File: src/core/etb_pkg.sv
// constants and types for the enhanced timer channel b block
// Contract
// - mode field: compare, capture, pwm, timer
// - compare match: none, low, high, toggle
// - pwm: inactive, active, waveform, single pulse
// - capture: rising, falling, both, disabled
// - requested level equal initial gives no change
// - timer on rising restores initial pin level
// - output level sets initial or active level
// - invert bit inverts pin output
// - alignment: edge or centre up/down/both
// - counter readable as low byte, high bits
// - compare a value readable and writable
// - compare b value readable and writable
// - unused high register bits read zero
// - timer on rise restarts counter, fall holds
// - clear select: compare a or period/overflow
package etb_pkg;
  // ------------------------------------------------------------
  // register byte addresses
  // ------------------------------------------------------------
  localparam logic [7:0] OFS_TIMER_CTRL = 8'h00;
  localparam logic [7:0] OFS_CHB_CTRL = 8'h04;
  localparam logic [7:0] OFS_CNT_LO = 8'h08;
  localparam logic [7:0] OFS_CNT_HI = 8'h0c;
  localparam logic [7:0] OFS_CMPA_LO = 8'h10;
  localparam logic [7:0] OFS_CMPA_HI = 8'h14;
  localparam logic [7:0] OFS_CMPB_LO = 8'h18;
  localparam logic [7:0] OFS_CMPB_HI = 8'h1c;
  localparam logic [7:0] OFS_IRQ_STAT = 8'h20;
  localparam logic [7:0] OFS_IRQ_MASK = 8'h24;
  // ------------------------------------------------------------
  // field positions
  // ------------------------------------------------------------
  localparam int TC_ON = 0;
  localparam int TC_CLRSEL = 1;
  localparam int TC_PER_LO = 2;
  localparam int CB_MODE_LO = 6;
  localparam int CB_FUNC_LO = 4;
  localparam int CB_LEVEL = 3;
  localparam int CB_INV = 2;
  localparam int CB_ALIGN_LO = 0;
  localparam int IRQ_A = 0;
  localparam int IRQ_B = 1;
  localparam int IRQ_P = 2;
  localparam int IRQ_CAP = 3;
  // ------------------------------------------------------------
  // reset values and timing
  // ------------------------------------------------------------
  localparam logic [7:0] RST_BYTE = 8'h00;
  localparam logic [3:0] RST_IRQ = 4'h0;
  localparam int CLK_HZ = 25000000;
  localparam int COUNT_HZ = 6250000;
  localparam int COUNT_DIV = CLK_HZ / COUNT_HZ;
  localparam logic [1:0] RESP_OKAY = 2'b00;
  localparam logic [1:0] RESP_SLVERR = 2'b10;
  // ------------------------------------------------------------
  // encodings
  // ------------------------------------------------------------
  typedef enum logic [1:0] {
    MODE_COMPARE = 2'b00,
    MODE_CAPTURE = 2'b01,
    MODE_PWM = 2'b10,
    MODE_TIMER = 2'b11
  } etb_mode_t;
  typedef enum logic [1:0] {
    ALIGN_EDGE = 2'b00,
    ALIGN_UP = 2'b01,
    ALIGN_DOWN = 2'b10,
    ALIGN_BOTH = 2'b11
  } etb_align_t;
endpackage

File: src/core/etb_cnt_if.sv
// carrier between the register side and the counter core
`timescale 1ns/10ps
interface etb_cnt_if;
  logic tick;
  logic run;
  logic restart;
  logic clearSel;
  logic centre;
  logic [2:0] periodBits;
  logic [9:0] cmpA;
  logic [9:0] cmpB;
  logic [9:0] count;
  logic countDown;
  logic matchA;
  logic matchB;
  logic matchP;
  modport ctl (
    output tick, run, restart, clearSel, centre, periodBits, cmpA, cmpB,
    input count, countDown, matchA, matchB, matchP
  );
  modport core (
    input tick, run, restart, clearSel, centre, periodBits, cmpA, cmpB,
    output count, countDown, matchA, matchB, matchP
  );
endinterface

File: src/core/etb_counter.sv
// ten-bit counter with compare a, compare b and period comparators
`timescale 1ns/10ps
module etb_counter (
  // clock and reset
  input wire logic clk,
  input wire logic rstN,
  // counter carrier
  etb_cnt_if.core cnt
);
  logic [9:0] countQ;
  logic [9:0] countD;
  logic downQ;
  logic downD;
  logic [9:0] topP;
  logic [9:0] top;
  logic atTop;

  // period top: one below a multiple of 128, zero wraps to full range
  assign topP = {cnt.periodBits, 7'h00} - 10'h001;
  assign top = cnt.clearSel ? cnt.cmpA : topP;
  assign atTop = (countQ == top);
  assign cnt.matchA = cnt.tick && cnt.run && (countQ == cnt.cmpA);
  assign cnt.matchB = cnt.tick && cnt.run && (countQ == cnt.cmpB);
  assign cnt.matchP = cnt.tick && cnt.run && !cnt.clearSel && (countQ == topP);
  assign cnt.count = countQ;
  assign cnt.countDown = downQ;

  // next count: edge mode clears at top, centre mode reverses
  always_comb begin
    countD = countQ;
    downD = downQ;
    if (cnt.restart) begin
      countD = 10'h000;
      downD = 1'b0;
    end else if (cnt.tick && cnt.run) begin
      if (cnt.centre) begin
        if (!downQ && atTop) begin
          downD = 1'b1;
          countD = countQ - 10'h001;
        end else if (downQ && countQ == 10'h000) begin
          downD = 1'b0;
          countD = 10'h001;
        end else if (downQ) begin
          countD = countQ - 10'h001;
        end else begin
          countD = countQ + 10'h001;
        end
      end else begin
        countD = atTop ? 10'h000 : countQ + 10'h001;
        downD = 1'b0;
      end
    end
  end

  // counter state; holds while stopped
  always_ff @(posedge clk or negedge rstN) begin
    if (!rstN) begin
      countQ <= 10'h000;
      downQ <= 1'b0;
    end else begin
      countQ <= countD;
      downQ <= downD;
    end
  end
endmodule

File: src/core/etb_top.sv
// enhanced timer channel b: registers, pin logic, capture, interrupt
`timescale 1ns/10ps
module etb_top (
  // clock and reset
  input wire logic ref_clk,
  input wire logic rst_n,
  // axi4-lite write address
  input wire logic [7:0] s_axi_awaddr,
  input wire logic s_axi_awvalid,
  output logic s_axi_awready,
  // axi4-lite write data
  input wire logic [31:0] s_axi_wdata,
  input wire logic [3:0] s_axi_wstrb,
  input wire logic s_axi_wvalid,
  output logic s_axi_wready,
  // axi4-lite write response
  output logic [1:0] s_axi_bresp,
  output logic s_axi_bvalid,
  input wire logic s_axi_bready,
  // axi4-lite read
  input wire logic [7:0] s_axi_araddr,
  input wire logic s_axi_arvalid,
  output logic s_axi_arready,
  output logic [31:0] s_axi_rdata,
  output logic [1:0] s_axi_rresp,
  output logic s_axi_rvalid,
  input wire logic s_axi_rready,
  // channel b pins
  input wire logic [2:0] channelBPinIn,
  output logic [2:0] channelBPinOut,
  output logic [2:0] channelBPinOe,
  // interrupt
  output logic irq
);
  // ------------------------------------------------------------
  // reset release
  // ------------------------------------------------------------
  logic rstSync1Q;
  logic rstSync2Q;
  logic rstN;

  // two-stage release of the asynchronous reset
  always_ff @(posedge ref_clk or negedge rst_n) begin
    if (!rst_n) begin
      rstSync1Q <= 1'b0;
      rstSync2Q <= 1'b0;
    end else begin
      rstSync1Q <= 1'b1;
      rstSync2Q <= rstSync1Q;
    end
  end
  assign rstN = rstSync2Q;

  // ------------------------------------------------------------
  // registers and counter core
  // ------------------------------------------------------------
  logic [7:0] timerCtrlQ;
  logic [7:0] chbCtrlQ;
  logic [9:0] cmpAQ;
  logic [9:0] cmpBQ;
  logic [3:0] irqStatQ;
  logic [3:0] irqMaskQ;
  logic timerOnPrevQ;
  logic [1:0] divQ;
  logic outQ;
  logic pinInPrevQ;
  etb_cnt_if cnt ();

  etb_counter u_counter (
    .clk(ref_clk),
    .rstN(rstN),
    .cnt(cnt)
  );

  // ------------------------------------------------------------
  // field decode
  // ------------------------------------------------------------
  logic timerOn;
  logic onRise;
  logic [1:0] mode;
  logic [1:0] func;
  logic [1:0] align;
  logic level;
  logic invert;
  logic isCompare;
  logic isCapture;
  logic isPwm;
  logic isTimer;

  // control fields and mode decode
  assign timerOn = timerCtrlQ[etb_pkg::TC_ON];
  assign onRise = timerOn && !timerOnPrevQ;
  assign mode = chbCtrlQ[etb_pkg::CB_MODE_LO +: 2];
  assign func = chbCtrlQ[etb_pkg::CB_FUNC_LO +: 2];
  assign align = chbCtrlQ[etb_pkg::CB_ALIGN_LO +: 2];
  assign level = chbCtrlQ[etb_pkg::CB_LEVEL];
  assign invert = chbCtrlQ[etb_pkg::CB_INV];
  assign isCompare = (mode == etb_pkg::MODE_COMPARE);
  assign isCapture = (mode == etb_pkg::MODE_CAPTURE);
  assign isPwm = (mode == etb_pkg::MODE_PWM);
  assign isTimer = (mode == etb_pkg::MODE_TIMER);

  // counter carrier drive
  assign cnt.tick = (divQ == 2'(etb_pkg::COUNT_DIV - 1));
  assign cnt.run = timerOn;
  assign cnt.restart = onRise;
  assign cnt.clearSel = timerCtrlQ[etb_pkg::TC_CLRSEL];
  assign cnt.periodBits = timerCtrlQ[etb_pkg::TC_PER_LO +: 3];
  assign cnt.centre = isPwm && (align != etb_pkg::ALIGN_EDGE);
  assign cnt.cmpA = cmpAQ;
  assign cnt.cmpB = cmpBQ;

  // count-rate divider
  always_ff @(posedge ref_clk or negedge rstN) begin
    if (!rstN) begin
      divQ <= 2'h0;
    end else begin
      divQ <= cnt.tick ? 2'h0 : divQ + 2'h1;
    end
  end

  // ------------------------------------------------------------
  // channel b output state
  // ------------------------------------------------------------
  logic outD;
  logic bMatchUp;
  logic bMatchDown;

  // centre-aligned match qualification by direction
  // alignment selects match direction
  assign bMatchUp = cnt.matchB && !cnt.countDown &&
                    (align == etb_pkg::ALIGN_UP || align == etb_pkg::ALIGN_BOTH);
  assign bMatchDown = cnt.matchB && cnt.countDown &&
                      (align == etb_pkg::ALIGN_DOWN || align == etb_pkg::ALIGN_BOTH);

  // outD is the pre-polarity pin level; pwm state 1 means active
  always_comb begin
    outD = outQ;
    if (isCompare) begin
      if (onRise) begin
        outD = level;
      end else if (cnt.matchB) begin
        // match action; equal level shows no change
        case (func)
          2'b01: outD = 1'b0;
          2'b10: outD = 1'b1;
          2'b11: outD = ~outQ;
          default: outD = outQ;
        endcase
      end
    end else if (isPwm) begin
      case (func)
        2'b00: outD = 1'b0;
        2'b01: outD = 1'b1;
        2'b10: begin
          if (onRise) begin
            outD = 1'b1;
          end else if (align == etb_pkg::ALIGN_EDGE) begin
            if (cnt.tick && cnt.run && cnt.count == 10'h000) outD = 1'b1;
            if (cnt.matchB) outD = 1'b0;
          end else begin
            if (bMatchUp) outD = 1'b0;
            if (bMatchDown) outD = 1'b1;
          end
        end
        default: begin
          // single pulse: active from start until compare b match
          if (onRise) outD = 1'b1;
          else if (cnt.matchB) outD = 1'b0;
        end
      endcase
    end
  end

  // output state register and on-bit history
  always_ff @(posedge ref_clk or negedge rstN) begin
    if (!rstN) begin
      outQ <= 1'b0;
      timerOnPrevQ <= 1'b0;
    end else begin
      outQ <= outD;
      timerOnPrevQ <= timerOn;
    end
  end

  // ------------------------------------------------------------
  // pins
  // ------------------------------------------------------------
  logic pinLevel;
  logic pinFinal;

  // pwm active level chosen by the level bit
  assign pinLevel = isPwm ? (outQ ? level : ~level) : outQ;
  assign pinFinal = pinLevel ^ invert;
  // pins driven only in compare and pwm modes
  assign channelBPinOut = {3{pinFinal}};
  assign channelBPinOe = {3{isCompare || isPwm}};

  // ------------------------------------------------------------
  // capture
  // ------------------------------------------------------------
  logic pinIn;
  logic capEdge;

  assign pinIn = channelBPinIn[0];
  assign capEdge = isCapture && timerOn && (
                   (func == 2'b00 && pinIn && !pinInPrevQ) ||
                   (func == 2'b01 && !pinIn && pinInPrevQ) ||
                   (func == 2'b10 && pinIn != pinInPrevQ));

  // previous pin sample for edge detection
  always_ff @(posedge ref_clk or negedge rstN) begin
    if (!rstN) begin
      pinInPrevQ <= 1'b0;
    end else begin
      pinInPrevQ <= pinIn;
    end
  end

  // ------------------------------------------------------------
  // axi4-lite slave
  // ------------------------------------------------------------
  logic awHeldQ;
  logic wHeldQ;
  logic [7:0] awAddrQ;
  logic [31:0] wDataQ;
  logic [3:0] wStrbQ;
  logic doWrite;
  logic wrLane0;
  logic [7:0] wByte;
  logic wrMapped;
  logic rdMapped;
  logic [7:0] rdByte;
  logic [3:0] irqEvents;

  // write channels taken separately, write done once both held
  assign s_axi_awready = !awHeldQ && !s_axi_bvalid;
  assign s_axi_wready = !wHeldQ && !s_axi_bvalid;
  assign doWrite = awHeldQ && wHeldQ && !s_axi_bvalid;
  assign wrLane0 = doWrite && wStrbQ[0];
  assign wByte = wDataQ[7:0];
  assign wrMapped = (awAddrQ[1:0] == 2'b00) && (awAddrQ <= etb_pkg::OFS_IRQ_MASK);
  assign s_axi_arready = !s_axi_rvalid;
  assign rdMapped = (s_axi_araddr[1:0] == 2'b00) && (s_axi_araddr <= etb_pkg::OFS_IRQ_MASK);

  // read mux
  always_comb begin
    case (s_axi_araddr)
      etb_pkg::OFS_TIMER_CTRL: rdByte = timerCtrlQ;
      etb_pkg::OFS_CHB_CTRL: rdByte = chbCtrlQ;
      etb_pkg::OFS_CNT_LO: rdByte = cnt.count[7:0];
      etb_pkg::OFS_CNT_HI: rdByte = {6'h00, cnt.count[9:8]};
      etb_pkg::OFS_CMPA_LO: rdByte = cmpAQ[7:0];
      etb_pkg::OFS_CMPA_HI: rdByte = {6'h00, cmpAQ[9:8]};
      etb_pkg::OFS_CMPB_LO: rdByte = cmpBQ[7:0];
      etb_pkg::OFS_CMPB_HI: rdByte = {6'h00, cmpBQ[9:8]};
      etb_pkg::OFS_IRQ_STAT: rdByte = {4'h0, irqStatQ};
      etb_pkg::OFS_IRQ_MASK: rdByte = {4'h0, irqMaskQ};
      default: rdByte = 8'h00;
    endcase
  end

  // bus handshake state
  always_ff @(posedge ref_clk or negedge rstN) begin
    if (!rstN) begin
      awHeldQ <= 1'b0;
      wHeldQ <= 1'b0;
      awAddrQ <= 8'h00;
      wDataQ <= 32'h0000_0000;
      wStrbQ <= 4'h0;
      s_axi_bvalid <= 1'b0;
      s_axi_bresp <= etb_pkg::RESP_OKAY;
      s_axi_rvalid <= 1'b0;
      s_axi_rresp <= etb_pkg::RESP_OKAY;
      s_axi_rdata <= 32'h0000_0000;
    end else begin
      if (s_axi_awvalid && s_axi_awready) begin
        awHeldQ <= 1'b1;
        awAddrQ <= s_axi_awaddr;
      end
      if (s_axi_wvalid && s_axi_wready) begin
        wHeldQ <= 1'b1;
        wDataQ <= s_axi_wdata;
        wStrbQ <= s_axi_wstrb;
      end
      if (doWrite) begin
        awHeldQ <= 1'b0;
        wHeldQ <= 1'b0;
        s_axi_bvalid <= 1'b1;
        s_axi_bresp <= wrMapped ? etb_pkg::RESP_OKAY : etb_pkg::RESP_SLVERR;
      end else if (s_axi_bvalid && s_axi_bready) begin
        s_axi_bvalid <= 1'b0;
      end
      if (s_axi_arvalid && s_axi_arready) begin
        s_axi_rvalid <= 1'b1;
        s_axi_rdata <= {24'h00_0000, rdByte};
        s_axi_rresp <= rdMapped ? etb_pkg::RESP_OKAY : etb_pkg::RESP_SLVERR;
      end else if (s_axi_rvalid && s_axi_rready) begin
        s_axi_rvalid <= 1'b0;
      end
    end
  end

  // control register writes
  always_ff @(posedge ref_clk or negedge rstN) begin
    if (!rstN) begin
      timerCtrlQ <= etb_pkg::RST_BYTE;
      chbCtrlQ <= etb_pkg::RST_BYTE;
      irqMaskQ <= etb_pkg::RST_IRQ;
    end else if (wrLane0) begin
      if (awAddrQ == etb_pkg::OFS_TIMER_CTRL) timerCtrlQ <= {3'h0, wByte[4:0]};
      if (awAddrQ == etb_pkg::OFS_CHB_CTRL) chbCtrlQ <= wByte;
      if (awAddrQ == etb_pkg::OFS_IRQ_MASK) irqMaskQ <= wByte[3:0];
    end
  end

  // compare values; capture loads compare b and beats a same-cycle write
  always_ff @(posedge ref_clk or negedge rstN) begin
    if (!rstN) begin
      cmpAQ <= 10'h000;
      cmpBQ <= 10'h000;
    end else begin
      if (wrLane0 && awAddrQ == etb_pkg::OFS_CMPA_LO) cmpAQ[7:0] <= wByte;
      if (wrLane0 && awAddrQ == etb_pkg::OFS_CMPA_HI) cmpAQ[9:8] <= wByte[1:0];
      if (wrLane0 && awAddrQ == etb_pkg::OFS_CMPB_LO) cmpBQ[7:0] <= wByte;
      if (wrLane0 && awAddrQ == etb_pkg::OFS_CMPB_HI) cmpBQ[9:8] <= wByte[1:0];
      // captured count lands in compare b
      if (capEdge) cmpBQ <= cnt.count;
    end
  end

  // ------------------------------------------------------------
  // interrupt
  // ------------------------------------------------------------
  assign irqEvents = {capEdge, cnt.matchP, cnt.matchB, cnt.matchA};

  // sticky status, write one to clear, new event wins
  always_ff @(posedge ref_clk or negedge rstN) begin
    if (!rstN) begin
      irqStatQ <= etb_pkg::RST_IRQ;
    end else if (wrLane0 && awAddrQ == etb_pkg::OFS_IRQ_STAT) begin
      irqStatQ <= (irqStatQ & ~wByte[3:0]) | irqEvents;
    end else begin
      irqStatQ <= irqStatQ | irqEvents;
    end
  end
  assign irq = |(irqStatQ & irqMaskQ);
endmodule

File: config.mk
export PLATFORM = sky130hd
export DESIGN_NAME = etb_top
export DESIGN_NICKNAME = d
export VERILOG_FILES = /design/src/core/etb_pkg.sv /design/src/core/etb_cnt_if.sv /design/src/core/etb_counter.sv /design/src/core/etb_top.sv
export SDC_FILE = /design/constraint.sdc
export NUM_CORES = 1
export LEC_CHECK = 0
export BUFFER_PORTS_ARGS = -buffer_cell sky130_fd_sc_hd__clkbuf_2
export CAP_MARGIN = 10
export CORE_UTILIZATION = 40
export DETAILED_ROUTE_END_ITERATION = 10
export REMOVE_ABC_BUFFERS = 1
export SLEW_MARGIN = 10
export SYNTH_ARGS = -nofsm -noshare
export SYNTH_HDL_FRONTEND = slang
export SYNTH_SLANG_ARGS = --single-unit
File: constraint.sdc
create_clock -name ref_clk -period 2.7 [get_ports ref_clk]
set_input_delay 0.135 -clock ref_clk [delete_from_list [all_inputs] [get_ports ref_clk]]
set_output_delay 0.135 -clock ref_clk [all_outputs]
set_load 0.05 [all_outputs]
======== Yosys cells after proc, flatten, opt, wreduce, memory -nomap -nowiden ========
Index checks and enable logic that the tools add are counted.
storage, ports and cells
  register bits after elaboration ......... 92
  output and inout bits ................... 48
  word-level logic and storage cells ...... 196
operators by class
  add/subtract/negate cells ............... 4
  $lt $le $gt $ge ......................... 2
  equality and inequality tests ........... 36
  muxes and demuxes ....................... 45
  bitwise logic cells ..................... 8
  reduce and logical (&&, ||, !) cells .... 75
operators by type and width
  kind                   number
  $mux 10                9
  $pmux 8 s10            1
  $eq 8x5->1 const B     8
  $eq 10x10->1           4
  $logic_and 1x1->1      38
  $eq 8x6->1 const B     4
  $mux 1                 27
  $sub 10x1->10 const B  2
  $reduce_bool 2->1      9
  $eq 8x3->1 const B     2
  $eq 8x4->1 const B     2
  $le 8x6->1 const B     2
  $logic_not 8->1        2
  $eq 2x2->1 const B     6
  $ne 6x6->1 const B     2
  $add 10x1->10 const B  1
  $logic_not 10->1       1
  $logic_not 2->1        5
  $logic_not 1->1        9
  $and 4x4->4            2
  $mux 2                 4
  $mux 8                 1
  $or 4x4->4             2
  $reduce_and 2->1       4
  other kinds (15)       23

======== Longest topological paths before layout ========
  depth after elaboration ................. 12
  mapped depth ............................ 10
  mapped depth without buffers ............ 9

======== Cells and area by module ========
A second synthesis with hierarchy kept.
second synthesis, totals
  cells, all modules ...................... 561
  area, all modules ....................... 5637.9 µm²
modules (own cells, without submodules)
  module       times used  cells an instance  area an instance (µm²)  sequential area each (µm²)
  etb_top      1           381                4246.6                  1976.9
  etb_counter  1           180                1391.3                  275.3

======== Least setup slack after synthesis ========
No wires, ideal clock.
  kind .................................... register to register
  start ................................... reg timerCtrlQ[2]
  end ..................................... reg u_counter.countQ[9], in the netlist u_counter.cnt.count[9]
  arrival ................................. 2207 ps
  path slack .............................. 369 ps
  stages on the path, launching flop included .. 10
  path buffers ............................ 0
  period minus slack after synthesis ...... 2331 ps
  cells stage by stage .................... dfrtp_1 -> inv_1 -> ha_1 -> xnor2_1 -> nor4_1 -> a32o_2 -> a31oi_4 -> mux2_4 -> and3b_1 -> a211o_1
between the ends
  cells in the longest elaborated chain, start to end .. 8
  elaborated cells between the ends (all ways) .. 9
ends and longest elaborated chain
  what                      RTL line           source
  start: declaration        etb_top.sv:57      logic [7:0] timerCtrlQ;
  start signal: assignment  etb_top.sv:307     timerCtrlQ <= etb_pkg::RST_BYTE;
  start signal: assignment  etb_top.sv:311     if (awAddrQ == etb_pkg::OFS_TIMER_CTRL) timerCtrlQ <= {3'h0, wByte[4:0]};
  $sub 10x1->10 (*)         etb_counter.sv:19  assign topP = {cnt.periodBits, 7'h00} - 10'h001;
  $mux 10 (*)               etb_counter.sv:20  assign top = cnt.clearSel ? cnt.cmpA : topP;
  $eq 10x10->1 (*)          etb_counter.sv:21  assign atTop = (countQ == top);
  $logic_and 1x1->1         etb_counter.sv:37  if (!downQ && atTop) begin
  $mux 10                   etb_counter.sv:37
  $mux 10 (*)               etb_counter.sv:36  if (cnt.centre) begin
  $mux 10 (*)               etb_counter.sv:35  end else if (cnt.tick && cnt.run) begin
  $mux 10 (*)               etb_counter.sv:32  if (cnt.restart) begin
  end signal: assignment    etb_counter.sv:61  countQ <= countD;
  end: declaration          etb_counter.sv:10  logic [9:0] countQ;
Every way passes the cells marked *; elsewhere a longest branch is shown, timed or not. The select of a mux whose other input is x is not followed.
A chain may end at the register's enable or synchronous reset.

======== Worst setup path after layout ========
  start ................................... reg u_counter.countQ[1], in the netlist u_counter.cnt.count[1]
  end ..................................... reg u_counter.countQ[9], in the netlist u_counter.cnt.count[9]
between the ends
  cells in the longest elaborated chain, start to end .. 7
  elaborated cells between the ends (all ways) .. 13
ends and longest elaborated chain
  what                                          RTL line                              source
  $add 10x1->10 (tied with other cells)         etb_counter.sv:46, etb_counter.sv:49
  $mux 10 or $logic_and 1x1->1 (tied branches)  etb_counter.sv:43, etb_counter.sv:40
  $mux 10                                       etb_counter.sv:40                     end else if (downQ && countQ == 10'h000) begin
  $mux 10                                       etb_counter.sv:37
  $mux 10 (*)                                   etb_counter.sv:36
  $mux 10 (*)                                   etb_counter.sv:35
  $mux 10 (*)                                   etb_counter.sv:32
Marks and branches as above.

==> results.sh <==
export IMPL_startpoint="u_counter.cnt.count[1]"
export IMPL_cts_tree="yes"
export IMPL_die_w_um=119
export IMPL_netlist_area_leader_share_pct=41.4
export IMPL_setup_viol=0
export IMPL_crit_arrival_ns=2.79
export IMPL_diodes=0
export IMPL_ys_seq_area_share_pct=41.4
export IMPL_cts_buffer_depth=2
export IMPL_antenna_found_initial=0
export IMPL_cts_made_buffers=9
export IMPL_p_comb_share_pct=33.3
export IMPL_htree_num_levels=3
export IMPL_fin_util_pct=46.6
export IMPL_p_int_mw=2.97
export IMPL_cp_start_kind="register"
export IMPL_timing_rr_start="u_counter.cnt.count[1]"
export IMPL_fin_crit_ns=2.55
export IMPL_clk_pin_slew_ns=0.06
export IMPL_fillers=1299
export IMPL_postRouteAntennaNets=0
export IMPL_finalMaxSlewViolations=0
export IMPL_dr_pass1_iters=5
export IMPL_critPathRequiredTime_ns=2.94
export IMPL_clk_latency_ns=0.35
export IMPL_fin_crit_sh_pct=94.6
export IMPL_syn_cell_area_sq_um=5440
export IMPL_met3_usage_pct=5.16
export IMPL_swShare_pct=40.1
export IMPL_routed_via_density=5.48
export IMPL_synth_seq_cells=90
export IMPL_switchingPower_mw=1.99
export IMPL_clock_sinks=90
export IMPL_rsz0062_at_grt="false"
export IMPL_chipHeight_um=119
export IMPL_postCtsSetupRepairBufs=0
export IMPL_cts_root_buf="clkbuf_16"
export IMPL_ys_flop_type="dfrtp_1"
export IMPL_fin_tns_setup_ns=0
export IMPL_met2_usage_pct=33.3
export IMPL_busiest_layer="met2"
export IMPL_avgRoutedWirePerCell_um=17.5
export IMPL_hold_start="s_axi_wdata[1]"
export IMPL_grt_overflow_total=0
export IMPL_nets=693
export IMPL_fin_area_sq_um=6170
export IMPL_slowest_delay_ns=0.53
export IMPL_drt_total_wl_um=14000
export IMPL_grt_pass1_vias=4327
export IMPL_rrSetupSlack_ns=0.15
export IMPL_place_gp_congestion=0.916
export IMPL_met1_usage_pct=28.7
export IMPL_max_freq_mhz=391
export IMPL_rows=42
export IMPL_grtUsageTotal_pct=20.9
export IMPL_critPathBufInv=1
export IMPL_ys_types=67
export IMPL_synth_common_cells="dfrtp_1 (90), nand2_1 (46), nor2_1 (45)"
export IMPL_ioPinCount=110
export IMPL_hold_violations=0
export IMPL_run_status="complete, no violations"
export IMPL_grt_start_max_net_pins=53
export IMPL_place_area_sq_um=5830
export IMPL_crit_type="register to register"
export IMPL_hp_class="input pin to register"
export IMPL_cp_cell_sequence="inv_1 -> ha_1 -> nor4b_1 -> and4_1 -> a21o_1 -> a31oi_2 -> and3b_1 -> a211o_1"
export IMPL_leakage_nw=2.88
export IMPL_synth_area_leaders="dfrtp_1 (41%), mux2_2 (8.9%), buf_4 (5.0%)"
export IMPL_yosysWarnings=0
export IMPL_syn2layout_area_growth_pct=13.4
export IMPL_cp_max_fo=9
export IMPL_power_share_clock_pct=24.2
export IMPL_vias=4402
export IMPL_power_frac_seq_pct=42.5
export IMPL_grt_pass1_wl_um=22900
export IMPL_drive_gt1_share_pct=23.9
export IMPL_synth_async_reset_ratio_pct=100
export IMPL_hpwlAfterDp_um=10500
export IMPL_syn_avg_cell_area_sq_um=9.67
export IMPL_path_depth=8
export IMPL_synth_most_common_cell="dfrtp_1"
export IMPL_tightest_slew_ns=0.692
export IMPL_p_total_mw=4.96
export IMPL_yosysTopAreaCell="dfrtp_1"
export IMPL_r2r_end="u_counter.cnt.count[9]"
export IMPL_drc=0
export IMPL_drtIter0Drc=332
export IMPL_crit_path_end_kind="register"
export IMPL_synth_cells=563
export IMPL_initial_utilization_pct=41.1
export IMPL_slew_headroom_pct=53.9
export IMPL_clock_skew_ns=0.00673
export IMPL_worst_path_max_delay_cell="nor4b_1"
export IMPL_core_area_sq_um=13200
export IMPL_ir_worst_vdd_mv=0.529
export IMPL_synth_edff_count=0
export IMPL_cap_violations=0
export IMPL_p_per_area_nw_per_um2=803
export IMPL_dieArea_sq_um=14100
export IMPL_cp_endpoint="u_counter.cnt.count[9]"
export IMPL_cp_top_family="simple AND/OR/NAND/NOR gates"
export IMPL_rr_worst_depth=8
export IMPL_io_buffers=54
-- metal layers --
metal  wire length, um  vias to the layer above
li1                  -                     2068
met1              6400                     2137
met2              6580                      179
met3               873                       18
met4               189                        0
met5                 0                        -
-- cell usage in the layout (no fill, tap or decap), drive strengths merged, types with 4 or more instances in the layout --
cell / Yosys / final
dlygate4sd3: 0 / 5
nor3b: 4 / 4
a22oi: 6 / 6
a21oi: 32 / 32
nor2: 46 / 46
nand2b: 6 / 6
conb: 2 / 27
clkbuf: 14 / 65
nand3: 15 / 15
dfrtp: 90 / 90
xnor2: 5 / 5
nor2b: 13 / 13
a31oi: 6 / 6
ha: 9 / 9
o21ai: 27 / 27
buf: 43 / 21
nor3: 22 / 22
mux2: 44 / 44
mux2i: 22 / 22
nor4: 10 / 10
xor2: 16 / 16
nand2: 46 / 46
a21o: 6 / 6
inv: 20 / 22
-- worst min path at each step --
stage | to | cells past startpoint
after floorplan | rstN | 0
after global placement | rstSync1Q | 1
after detailed placement | rstSync1Q | 1
after CTS | wDataQ[1] | 2
after global routing | wDataQ[1] | 2
final | wDataQ[1] | 2
-- logic make-up after synthesis --
| logic type | Yosys count | share of synthesized area [%] |
|---|---|---|
| flip-flops | 90 | 41.4 |
| other | 2 | 0.138 |
| XOR/XNOR | 22 | 3.79 |
| AO/OA/AOI/OAI | 113 | 14.0 |
| adder cells (fa/ha/maj) | 9 | 2.07 |
| AND/OR/NAND/NOR | 184 | 17.3 |
| buffers and inverters | 77 | 8.21 |
| multiplexers | 66 | 13.2 |
-- flip-flops by register name (all words and copies together), names as in the netlist, 5 cells and up --
register,count
awAddrQ,8
timerCtrlQ,5
cmpBQ,10
chbCtrlQ,8
cmpAQ,10
s_axi_rdata,8
wDataQ,8
u_counter.cnt.count,10
-- timing repair --
item,4_1_cts,5_1_grt
hold buffers,5,0
gates resized for setup,0,2
endpoints found under the setup margin,0,2
endpoints found under the hold margin,6,0
-- final cells by class --
| class | instances | area (sq um) | share of cell area (%) |
|---|---|---|---|
| multi-input cells | 421 | 2850 | 46.2 |
| flip-flops and latches | 90 | 2260 | 36.5 |
| repair buffers | 80 | 490 | 7.94 |
| clock buffers | 11 | 243 | 3.93 |
| well taps | 176 | 220 | 3.57 |
| inverters | 20 | 77.6 | 1.26 |
| clock inverters | 5 | 36.3 | 0.588 |
-- power by group through the flow --
stage	clock, mW	sequential (mW)	combinational, mW
6_report	1.20	2.11	1.65
5_1_grt	1.28	2.16	1.79
4_1_cts	1.23	2.10	1.64
3_5_place_dp	0	2.12	1.62
3_3_place_gp	0	2.12	1.59
2_1_floorplan	0	2.03	1.17
-- metrics by stage --
stage	setup slack (ns)	std cells	hold WS, ns
2_1_floorplan	-0.331	531	-0.161
3_3_place_gp	0.171	782	-0.0785
3_5_place_dp	0.164	782	-0.0764
4_1_cts	0.120	803	0.00348
5_1_grt	0.0279	803	0.00546
6_report	0.145	803	0.0142
Note: power is estimated with default switching activity, not from simulation.
